File: config.mk
export PLATFORM = sky130hd
export DESIGN_NAME = twsf_top
export DESIGN_NICKNAME = d
export VERILOG_FILES = /design/src/hdl/twsf_pkg.sv /design/src/hdl/twsf_sync.sv /design/src/hdl/twsf_top.sv
export VERILOG_INCLUDE_DIRS = /design/src /design/src/hdl
export SDC_FILE = /design/constraint.sdc
export NUM_CORES = 1
export LEC_CHECK = 0
export BUFFER_PORTS_ARGS = -buffer_cell sky130_fd_sc_hd__buf_2
export CELL_PAD_IN_SITES_DETAIL_PLACEMENT = 2
export CELL_PAD_IN_SITES_GLOBAL_PLACEMENT = 2
export CORE_MARGIN = 1.5
export CORE_UTILIZATION = 35
export CTS_CLUSTER_DIAMETER = 80
export DETAILED_ROUTE_END_ITERATION = 16
export GPL_TIMING_DRIVEN = 0
export HOLD_SLACK_MARGIN = 0.05
export PLACE_DENSITY_LB_ADDON = 0.12
export SLEW_MARGIN = 20
export SYNTH_ARGS = -nofsm -noshare
export SYNTH_HDL_FRONTEND = slang
export SYNTH_SLANG_ARGS = --single-unit
File: constraint.sdc
create_clock -name clk -period 2.4 [get_ports clk]
set_clock_uncertainty 0.1 [all_clocks]
set_input_delay 0.48 -clock clk [delete_from_list [all_inputs] [get_ports clk]]
set_output_delay 0.48 -clock clk [all_outputs]
set_load 0.05 [all_outputs]
File: src/hdl/twsf_map.svh
// register offsets, field positions and timing constants of the two-wire flag block
// assumes a 50 MHz clock and 32-bit AXI4-Lite access, one register per aligned word
`ifndef TWSF_MAP_SVH
`define TWSF_MAP_SVH
// byte offsets
`define TWSF_A_CTRL    8'h00
`define TWSF_A_STATUS  8'h04
`define TWSF_A_CMD     8'h08
`define TWSF_A_DATA    8'h0C
`define TWSF_A_ISTAT   8'h10
`define TWSF_A_ICLR    8'h14
`define TWSF_A_IEN     8'h18
`define TWSF_A_OWN     8'h1C
// control fields
`define TWSF_B_EN      0
`define TWSF_B_TMO_EN  1
// status fields
`define TWSF_B_ADDR_STOP 0
`define TWSF_B_DATA_FLAG 1
`define TWSF_B_HOLD    2
`define TWSF_B_TXCOL   3
// interrupt event bits
`define TWSF_IRQ_W     4
`define TWSF_E_ADDR    0
`define TWSF_E_STOP    1
`define TWSF_E_DATA    2
`define TWSF_E_TMO     3
// slave response command code
`define TWSF_CMD_RESP  2'h3
// reset values
`define TWSF_RST_OWN   7'h00
`define TWSF_RST_DATA  32'h0000_0000
// bus timeout
`define TWSF_TMO_US    100
`define TWSF_CLK_MHZ   50
`define TWSF_TMO_CYC   (`TWSF_TMO_US * `TWSF_CLK_MHZ)
// bus answers
`define TWSF_OKAY      2'h0
`define TWSF_SLVERR    2'h2
`endif

File: src/hdl/twsf_pkg.sv
// types shared by the two-wire flag block
// assumes nothing beyond a SystemVerilog compiler
package twsf_pkg;
    // bus line state as software sees it
    typedef enum logic [1:0] {
        LN_IDLE,
        LN_BUSY
    } twsf_line_e;

    // slave receive sequencer
    typedef enum logic [1:0] {
        SL_IDLE,
        SL_ADDR,
        SL_DATA
    } twsf_slv_e;

    // status word carried to the read mux
    typedef struct packed {
        twsf_line_e line_state_field;
        logic       tx_col;
        logic       clock_stretch_hold;
        logic       data_irq_flag;
        logic       addr_stop_irq_flag;
    } twsf_stat_s;
endpackage : twsf_pkg

File: src/hdl/twsf_sync.sv
// two-flop synchroniser for one pin input
// assumes the input is asynchronous to clk
`timescale 1ns/1ps
module twsf_sync (
    // clock and reset
    input  wire logic clk,
    input  wire logic rst_n,
    // pin and synchronised level
    input  wire logic pin_in,
    output logic      pin_s
);
    logic meta_r;

    // first stage feeds only the second; idle bus level is high
    always_ff @(posedge clk or negedge rst_n) begin
        if (!rst_n) begin
            meta_r <= 1'b1;
            pin_s  <= 1'b1;
        end else begin
            meta_r <= pin_in;
            pin_s  <= meta_r;
        end
    end
endmodule : twsf_sync

File: src/hdl/twsf_top.sv
// two-wire slave flag and clock-hold logic with an AXI4-Lite register slave
// assumes open-drain scl/sda resolved outside; one 50 MHz clock, async active-low reset
//
// The implementer's own choices: the address map and the AXI4-Lite interface to the registers.
`timescale 1ns/1ps
`include "twsf_map.svh"
module twsf_top
    import twsf_pkg::*;
#(
    parameter int unsigned TMO_CYC = `TWSF_TMO_CYC
) (
    // clock and reset
    input  wire logic        clk,
    input  wire logic        rst_n,
    // axi4-lite write
    input  wire logic [7:0]  s_axi_awaddr,
    input  wire logic        s_axi_awvalid,
    output logic             s_axi_awready,
    input  wire logic [31:0] s_axi_wdata,
    input  wire logic [3:0]  s_axi_wstrb,
    input  wire logic        s_axi_wvalid,
    output logic             s_axi_wready,
    output logic [1:0]       s_axi_bresp,
    output logic             s_axi_bvalid,
    input  wire logic        s_axi_bready,
    // axi4-lite read
    input  wire logic [7:0]  s_axi_araddr,
    input  wire logic        s_axi_arvalid,
    output logic             s_axi_arready,
    output logic [31:0]      s_axi_rdata,
    output logic [1:0]       s_axi_rresp,
    output logic             s_axi_rvalid,
    input  wire logic        s_axi_rready,
    // two-wire pins
    input  wire logic        scl_in,
    output logic             scl_out,
    output logic             scl_oe,
    input  wire logic        sda_in,
    output logic             sda_out,
    output logic             sda_oe,
    // interrupt
    output logic             irq
);
    logic        scl_s, sda_s, scl_d_r, sda_d_r;
    logic        aw_got_r, w_got_r;
    logic [7:0]  awaddr_r;
    logic [31:0] wdata_r;
    logic [3:0]  wstrb_r;
    logic        wr_fire, wr_lo, ar_fire;
    logic        en_r, tmo_en_r;
    logic [6:0]  own_r;
    logic [7:0]  rx_r, sh_r, sh_nxt;
    logic        as_flag_r, dflag_r, hold_r, txcol_r, dflag_pend_r, ack_r;
    twsf_line_e  line_r;
    twsf_slv_e   slv_r;
    logic [3:0]  bit_r;
    logic [31:0] tmo_r;
    logic [`TWSF_IRQ_W-1:0] ist_r, ien_r, iev;
    logic        scl_rise, scl_fall, start, stop, tmo_hit, start_ok;
    logic        byte_done, addr_hit, data_hit;
    logic        as_flag_set, as_flag_clr, cmd_go, txcol_set;
    twsf_stat_s  stat;

    // pins cross into clk before anything looks at them
    twsf_sync u_scl (.clk(clk), .rst_n(rst_n), .pin_in(scl_in), .pin_s(scl_s));
    twsf_sync u_sda (.clk(clk), .rst_n(rst_n), .pin_in(sda_in), .pin_s(sda_s));

    always_ff @(posedge clk or negedge rst_n) begin
        if (!rst_n) begin
            scl_d_r <= 1'b1;
            sda_d_r <= 1'b1;
        end else begin
            scl_d_r <= scl_s;
            sda_d_r <= sda_s;
        end
    end

    // bus conditions
    assign scl_rise = scl_s & ~scl_d_r;
    assign scl_fall = ~scl_s & scl_d_r;
    assign start    = en_r & scl_s & scl_d_r & sda_d_r & ~sda_s;
    assign stop     = en_r & scl_s & scl_d_r & ~sda_d_r & sda_s;
    assign tmo_hit  = tmo_en_r & (line_r == LN_BUSY) & (tmo_r == TMO_CYC - 1);
    assign start_ok = start & ~tmo_hit;
    assign sh_nxt   = {sh_r[6:0], sda_s};
    assign byte_done = scl_rise & (bit_r == 4'h7) & (slv_r != SL_IDLE);
    assign addr_hit  = byte_done & (slv_r == SL_ADDR) & (sh_nxt[7:1] == own_r);
    assign data_hit  = byte_done & (slv_r == SL_DATA);

    // axi write side: address and data taken in either order, answered together
    assign s_axi_awready = ~aw_got_r & ~s_axi_bvalid;
    assign s_axi_wready  = ~w_got_r & ~s_axi_bvalid;
    assign wr_fire = aw_got_r & w_got_r & ~s_axi_bvalid;
    assign wr_lo   = wr_fire & wstrb_r[0];
    always_ff @(posedge clk or negedge rst_n) begin
        if (!rst_n) begin
            aw_got_r     <= 1'b0;
            w_got_r      <= 1'b0;
            awaddr_r     <= 8'h00;
            wdata_r      <= `TWSF_RST_DATA;
            wstrb_r      <= 4'h0;
            s_axi_bvalid <= 1'b0;
            s_axi_bresp  <= `TWSF_OKAY;
        end else begin
            if (s_axi_awvalid & s_axi_awready) begin
                aw_got_r <= 1'b1;
                awaddr_r <= s_axi_awaddr;
            end
            if (s_axi_wvalid & s_axi_wready) begin
                w_got_r <= 1'b1;
                wdata_r <= s_axi_wdata;
                wstrb_r <= s_axi_wstrb;
            end
            if (wr_fire) begin
                aw_got_r     <= 1'b0;
                w_got_r      <= 1'b0;
                s_axi_bvalid <= 1'b1;
                s_axi_bresp  <= (awaddr_r > `TWSF_A_OWN || awaddr_r[1:0] != 2'h0) ? `TWSF_SLVERR : `TWSF_OKAY;
            end else if (s_axi_bready) begin
                s_axi_bvalid <= 1'b0;
            end
        end
    end

    // software-steered configuration
    always_ff @(posedge clk or negedge rst_n) begin
        if (!rst_n) begin
            en_r     <= 1'b0;
            tmo_en_r <= 1'b0;
            own_r    <= `TWSF_RST_OWN;
            ien_r    <= '0;
        end else if (wr_lo) begin
            case (awaddr_r)
                `TWSF_A_CTRL: begin
                    en_r     <= wdata_r[`TWSF_B_EN];
                    tmo_en_r <= wdata_r[`TWSF_B_TMO_EN];
                end
                `TWSF_A_OWN: own_r <= wdata_r[6:0];
                `TWSF_A_IEN: ien_r <= wdata_r[`TWSF_IRQ_W-1:0];
                default: ;
            endcase
        end
    end

    // software strobes
    assign as_flag_clr = wr_lo & (awaddr_r == `TWSF_A_STATUS) & wdata_r[`TWSF_B_ADDR_STOP];
    assign cmd_go    = wr_lo & (awaddr_r == `TWSF_A_CMD) & (wdata_r[1:0] == `TWSF_CMD_RESP);
    // a data write with scl not held cannot be placed on the bus
    assign txcol_set = wr_lo & (awaddr_r == `TWSF_A_DATA) & ~hold_r;
    assign as_flag_set = addr_hit | stop;

    // line state and bus timeout counter, restarted by every scl edge
    always_ff @(posedge clk or negedge rst_n) begin
        if (!rst_n) begin
            line_r <= LN_IDLE;
            tmo_r  <= 32'h0000_0000;
        end else begin
            if (tmo_hit | stop | ~en_r) line_r <= LN_IDLE;
            else if (start) line_r <= LN_BUSY;
            if (line_r != LN_BUSY || scl_rise || scl_fall) tmo_r <= 32'h0000_0000;
            else tmo_r <= tmo_r + 32'h0000_0001;
        end
    end

    // receive sequencer: address byte, then data bytes, ninth clock is the ack
    always_ff @(posedge clk or negedge rst_n) begin
        if (!rst_n) begin
            slv_r <= SL_IDLE;
            bit_r <= 4'h0;
            sh_r  <= 8'h00;
            rx_r  <= 8'h00;
        end else begin
            if (tmo_hit | stop | ~en_r) begin
                slv_r <= SL_IDLE;
            end else if (start_ok) begin
                slv_r <= SL_ADDR;
                bit_r <= 4'h0;
            end else if (scl_rise) begin
                case (slv_r)
                    SL_ADDR, SL_DATA: begin
                        if (bit_r == 4'h8) begin
                            bit_r <= 4'h0;
                        end else begin
                            sh_r  <= sh_nxt;
                            bit_r <= bit_r + 4'h1;
                        end
                        if (byte_done && slv_r == SL_ADDR) slv_r <= addr_hit ? SL_DATA : SL_IDLE;
                        if (data_hit) rx_r <= sh_nxt;
                    end
                    default: ;
                endcase
            end
        end
    end

    // ack drive: pull sda low across the ninth clock of an accepted byte
    always_ff @(posedge clk or negedge rst_n) begin
        if (!rst_n) begin
            ack_r  <= 1'b0;
            sda_oe <= 1'b0;
        end else begin
            if (addr_hit | data_hit) ack_r <= 1'b1;
            else if (scl_fall && bit_r == 4'h8 && ack_r) begin
                ack_r  <= 1'b0;
                sda_oe <= 1'b1;
            end
            if ((scl_fall && bit_r == 4'h0) || stop || tmo_hit) sda_oe <= 1'b0;
        end
    end

    // address/stop flag and clock hold; a set in the clear cycle wins
    always_ff @(posedge clk or negedge rst_n) begin
        if (!rst_n) begin
            as_flag_r <= 1'b0;
            hold_r    <= 1'b0;
        end else begin
            if (as_flag_set) as_flag_r <= 1'b1;
            else if (as_flag_clr) as_flag_r <= 1'b0;
            if (addr_hit | data_hit) hold_r <= 1'b1;
            else if ((as_flag_clr & ~as_flag_set) | cmd_go | tmo_hit | stop) hold_r <= 1'b0;
        end
    end

    // data flag cleared a cycle after the response command
    always_ff @(posedge clk or negedge rst_n) begin
        if (!rst_n) begin
            dflag_r      <= 1'b0;
            dflag_pend_r <= 1'b0;
        end else begin
            dflag_pend_r <= cmd_go;
            if (data_hit) dflag_r <= 1'b1;
            else if (dflag_pend_r) dflag_r <= 1'b0;
        end
    end

    // transmit collision: plain start clears it, repeated start does not
    always_ff @(posedge clk or negedge rst_n) begin
        if (!rst_n) txcol_r <= 1'b0;
        else if (txcol_set) txcol_r <= 1'b1;
        else if (start_ok && line_r == LN_IDLE) txcol_r <= 1'b0;
        else if (wr_lo && awaddr_r == `TWSF_A_STATUS && wdata_r[`TWSF_B_TXCOL]) txcol_r <= 1'b0;
    end

    // scl pulled low only once low, so a high phase is never cut short
    always_ff @(posedge clk or negedge rst_n) begin
        if (!rst_n) scl_oe <= 1'b0;
        else scl_oe <= hold_r & (scl_oe | ~scl_s);
    end
    assign scl_out = 1'b0;
    assign sda_out = 1'b0;

    // sticky interrupt status, set wins over the clear register
    assign iev = {tmo_hit, data_hit, stop, addr_hit};
    always_ff @(posedge clk or negedge rst_n) begin
        if (!rst_n) ist_r <= '0;
        else if (wr_lo && awaddr_r == `TWSF_A_ICLR) ist_r <= (ist_r & ~wdata_r[`TWSF_IRQ_W-1:0]) | iev;
        else ist_r <= ist_r | iev;
    end
    assign irq = |(ist_r & ien_r);

    // read side, one outstanding read
    assign s_axi_arready = ~s_axi_rvalid;
    assign ar_fire = s_axi_arvalid & s_axi_arready;
    assign stat = '{line_state_field: line_r, tx_col: txcol_r, clock_stretch_hold: hold_r,
                    data_irq_flag: dflag_r, addr_stop_irq_flag: as_flag_r};
    always_ff @(posedge clk or negedge rst_n) begin
        if (!rst_n) begin
            s_axi_rvalid <= 1'b0;
            s_axi_rdata  <= `TWSF_RST_DATA;
            s_axi_rresp  <= `TWSF_OKAY;
        end else if (ar_fire) begin
            s_axi_rvalid <= 1'b1;
            s_axi_rresp  <= `TWSF_OKAY;
            case (s_axi_araddr)
                `TWSF_A_CTRL:   s_axi_rdata <= {30'h0, tmo_en_r, en_r};
                `TWSF_A_STATUS: s_axi_rdata <= {26'h0, stat};
                `TWSF_A_DATA:   s_axi_rdata <= {24'h0, rx_r};
                `TWSF_A_ISTAT:  s_axi_rdata <= {28'h0, ist_r};
                `TWSF_A_IEN:    s_axi_rdata <= {28'h0, ien_r};
                `TWSF_A_OWN:    s_axi_rdata <= {25'h0, own_r};
                `TWSF_A_CMD, `TWSF_A_ICLR: s_axi_rdata <= `TWSF_RST_DATA;
                default: begin
                    s_axi_rdata <= `TWSF_RST_DATA;
                    s_axi_rresp <= `TWSF_SLVERR;
                end
            endcase
        end else if (s_axi_rready) begin
            s_axi_rvalid <= 1'b0;
        end
    end

    // checks
    start_clr_txcol_a: assert property (@(posedge clk) disable iff (!rst_n)
        start_ok && line_r == LN_IDLE && !txcol_set |=> !txcol_r) else $error("start left txcol set");
    rstart_keep_txcol_a: assert property (@(posedge clk) disable iff (!rst_n)
        start && line_r == LN_BUSY && txcol_r && !wr_lo |=> txcol_r) else $error("repeated start cleared txcol");
    race_keep_hold_a: assert property (@(posedge clk) disable iff (!rst_n)
        as_flag_clr && addr_hit |=> as_flag_r && hold_r) else $error("clear race released hold");
    tmo_start_drop_a: assert property (@(posedge clk) disable iff (!rst_n)
        start && tmo_hit |=> slv_r == SL_IDLE && line_r == LN_IDLE) else $error("start kept at timeout");
    dflag_late_clr_a: assert property (@(posedge clk) disable iff (!rst_n)
        cmd_go && dflag_r && !data_hit ##1 !data_hit |=> !dflag_r) else $error("data flag not cleared on time");
    dflag_read_set_a: assert property (@(posedge clk) disable iff (!rst_n)
        cmd_go && dflag_r |=> dflag_r) else $error("data flag cleared too early");
    hold_drive_scl_a: assert property (@(posedge clk) disable iff (!rst_n)
        hold_r && !scl_s && $stable(hold_r) |=> scl_oe) else $error("hold without scl low");
    // an event in the cycle of a status clear must still land
    ist_set_wins_a: assert property (@(posedge clk) disable iff (!rst_n)
        iev != '0 |=> (ist_r & $past(iev)) == $past(iev)) else $error("event lost to clear");
    bvalid_hold_a: assert property (@(posedge clk) disable iff (!rst_n)
        s_axi_bvalid && !s_axi_bready |=> s_axi_bvalid) else $error("bvalid dropped");
    addr_match_c: cover property (@(posedge clk) disable iff (!rst_n) addr_hit);
    race_c: cover property (@(posedge clk) disable iff (!rst_n) as_flag_clr && addr_hit);
    resp_cmd_c: cover property (@(posedge clk) disable iff (!rst_n) cmd_go && dflag_r);
    tmo_start_c: cover property (@(posedge clk) disable iff (!rst_n) start && tmo_hit);
endmodule : twsf_top

==> metrics.md <==
| Metric | Value |
|---|---|
| Grt met1 use | 26.3% |
| Crit path max fanout | 8 |
| Post-Synth Simple-Gate Area | 17.6% |
| Ys async rst share | 100% |
| Pin count of the biggest net entering global routing | 79 |
| Vias per cell | 4.93 |
| Vias in the first global route | 4694 |
| Final Net Count | 685 |
| Largest delay share family, worst path | simple AND/OR/NAND/NOR gates |
| Total number of vias | 4179 |
| Grt peak-use layer | met2 |
| Worst Path Arrival | 2.46 ns |
| CTS buffer count | 17 |
| Top-count cell post-synth | dfrtp_1 |
| Sw frac | 28.6% |
| Post-synth EDFFs | 0 |
| CTS tree | built |
| Critical path capture point type | flop |
| Net switching power | 1.68 mW |
| Unrepaired setup endpoints after global routing | false |
| Mapped Area | 5590 um2 |
| Antenna violations before repair | 0 |
| Adder-cell share of the synthesized area | 1.34% |
| Chip height | 129 um |
| Post-Syn Instances | 518 |
| First-pass GRT wire length | 25400 um |
| Area leader, netlist | dfrtp_1 |
| Design Power | 5.89 mW |
| Synth cell types | 61 |
| Post-synth top cells | dfrtp_1, nor2_1, nand2_1 |
| # IOs | 107 |
| Routed wire length | 15200 um |
| Slew Viols, Final | 0 |
| Post-synth top area share | 48.8% |
| CP required | 2.59 ns |
| Setup TNS | 0 ns |
| Hold WS | 0.142 ns |
| GR Util met2 | 33.3% |
| Leakage power | 3.26 nW |
| Worst hold endpoint | s_axi_rvalid |
| Tcrit/Tclk final | 94.4% |
| Antenna cell count | 0 |
| Max-Cap Viols | 0 |
| P per Cell Area | 848 nW/um2 |
| Crit start category | flop |
| Class of the tightest hold or removal check | in -> reg |
| Syn. warnings | 0 |
| Core area | 15700 um2 |
| H-Tree Depth | 4 |
| Initial Utilization | 35.6% |
| Worst-path cell chain | inv_1, ha_1, nand4bb_1, nor2_2, nand2_2, or3_1, buf_4, mux2_1 |
| Internal Power | 4.21 mW |
| Clock Power Share | 45.5% |
| CP peak stage delay | 0.39 ns |
| Register clock-pin slew on the reported worst setup and hold paths | 0.05 ns |
| Synth Area per Inst | 10.8 um2 |
| Slew margin rel. | 41.8% |
| Largest family of logic cells by synthesized area | simple AND/OR/NAND/NOR gates |
| Top post-synthesis cells by area | dfrtp_1, xor2_1, mux2_1, mux2_2, buf_4 |
| Final Hold Vio Count | 0 |
| RR Startpoint | slv_r[0] |
| Utilization after layout | 44.2% |
| Post-layout min period | 2.27 ns |
| Logic pwr share | 14.4% |
| Rows | 46 |
| Die area | 16700 um2 |
| DRC viols | 0 |
| Top_reg_cell synth | dfrtp_1 |
| R2R depth | 8 |
| CTS sink cnt | 115 |
| XOR/XNOR share of the synthesized area | 5.49% |
| GP Congestion | 0.759 |
| PortBufs | 49 |
| Clock Tree Buf Depth | 2 |
| Synth Area in Compound Gates | 7.66% |
| Die width | 129 um |
| Seq/Total Area, Yosys | 51.6% |
| Highest clock rate | 441 MHz |
| Root buf cell | clkbuf_16 |
| Worst path slowest cell | or3_1 |
| Crit Path Class | reg -> reg |
| Routed Antenna Nets | 0 |
| Post-DP HPWL | 10600 um |
| DR pass1 iterations | 4 |
| Worst-skew pair later-pin latency | 0.42 ns |
| Initial DRC Count | 140 |
| Sum of buffers and inverters on the critical path | 2 |
| Worst vdd ir | 0.682 mV |
| WL/cell | 18.0 um |
| Worst Hold Depth | 2 |
| Capturing point of the worst reg2reg path | rx_r[4] |
| Run status | finished, final reports clean |
| Mux contribution to synthesized area | 9.76% |
| Post-synthesis register bit count | 115 |
| GRT Util Overall | 20.2% |
| Total grt overflow | 0 |
| Final setup viols | 0 |
| Met3 Resource Use GR | 4.46% |
| Reg2Reg Setup Slack | 0.13 ns |
| Layout area overhead | 24.4% |
| Sequential share of power | 40.1% |
| Worst Max-Slew Pin Slew | 0.866 ns |
| Share of cells above drive strength 1 | 26.1% |
| Worst hold path startpoint | s_axi_rready |
-- cell families (layout without fill, tap and decap cells) --
logic type,Yosys count,in the layout
AO/OA/AOI/OAI,61,61
XOR/XNOR,35,35
adder cells (fa/ha/maj),6,6
buffers and inverters,64,150
flip-flops,115,115
multiplexers,49,49
other,1,28
AND/OR/NAND/NOR,187,187
-- per-layer routing --
layer,vias up,part of all wire (%),wire length [um]
li1,1954,-,-
met1,2148,46,7070
met2,62,50,7560
met3,15,2.9,443
met4,0,1.1,168
met5,-,0,0
-- power by group through the flow --
stage	Combinational [mW]	Sequential (mW)	Clock (mW)
floorplan	0.574	2.38	0
global placement	0.817	2.37	0
detailed placement	0.850	2.39	0
CTS	0.863	2.37	2.74
global route	0.934	2.40	2.83
finish	0.850	2.36	2.68
-- through the flow --
stage / std cells / cell area (um2) / setup WS, ns
after floorplan: 545 / 5690 / 0.200
after global placement: 810 / 6210 / -0.720
after detailed placement: 811 / 6240 / -0.0241
after CTS: 846 / 6910 / 0.0405
after global routing: 847 / 6950 / 0.000563
final: 847 / 6950 / 0.135
-- placed cells by master (no fill, tap or decap), types with 5 or more instances in the layout --
| cell type | instances |
|---|---|
| a21oi_1 | 13 |
| conb_1 | 28 |
| buf_2 | 57 |
| clkinvlp_4 | 5 |
| mux2i_1 | 5 |
| buf_4 | 30 |
| clkbuf_16 | 17 |
| xor2_1 | 29 |
| dfrtp_1 | 109 |
| o21ai_1 | 8 |
| xnor2_1 | 6 |
| o21ai_0 | 12 |
| nor2b_1 | 6 |
| inv_1 | 18 |
| nor3_1 | 10 |
| and2_1 | 5 |
| nand3_1 | 26 |
| nand4_1 | 17 |
| ha_1 | 6 |
| mux2_1 | 22 |
| nor2_1 | 41 |
| nand2_1 | 40 |
| clkbuf_1 | 7 |
| mux2_2 | 22 |
| dfstp_2 | 6 |
-- worst max path at each step --
| stage | to | depth (start not counted) | slack, ns | from |
|---|---|---|---|---|
| 2_1_floorplan | wdata_r[6] | 4 | 0.20 | s_axi_bvalid |
| 3_3_place_gp | tmo_r[16] | 1 | -0.72 | rst_n |
| 3_5_place_dp | rx_r[6] | 6 | -0.02 | tmo_r[4] |
| 4_1_cts | rx_r[6] | 6 | 0.04 | tmo_r[4] |
| 5_1_grt | bit_r[0] | 6 | 0.0006 | tmo_r[4] |
| 6_report | rx_r[4] | 8 | 0.13 | slv_r[0] |
-- what timing repair did --
action	4_1_cts	5_1_grt
pin swaps	0	3
hold endpoints to repair	39	0
hold buffers	3	0
setup buffers	0	1
gates resized for setup	1	6
cloned	0	0
setup endpoints to repair	8	13
-- flip-flops by register name, summed over array words and instances (netlist names), 2 cells and up --
signal,cells
awaddr_r,8
bit_r,4
ien_r,4
ist_r,4
own_r,7
rx_r,8
s_axi_rdata,8
sh_r,7
slv_r,2
tmo_r,32
wdata_r,7
-- area by class of cell --
| cell class | instances | area [um2] |
|---|---|---|
| buffer | 46 | 293 |
| clock buffer | 18 | 439 |
| clock inverter | 14 | 186 |
| fill | 1651 | 8760 |
| inverter | 18 | 67.6 |
| multi-input combinational | 366 | 2490 |
| sequential | 115 | 2890 |
| tap | 216 | 270 |
| timing repair buffer | 54 | 317 |
Note: power is estimated with default switching activity, not from simulation.
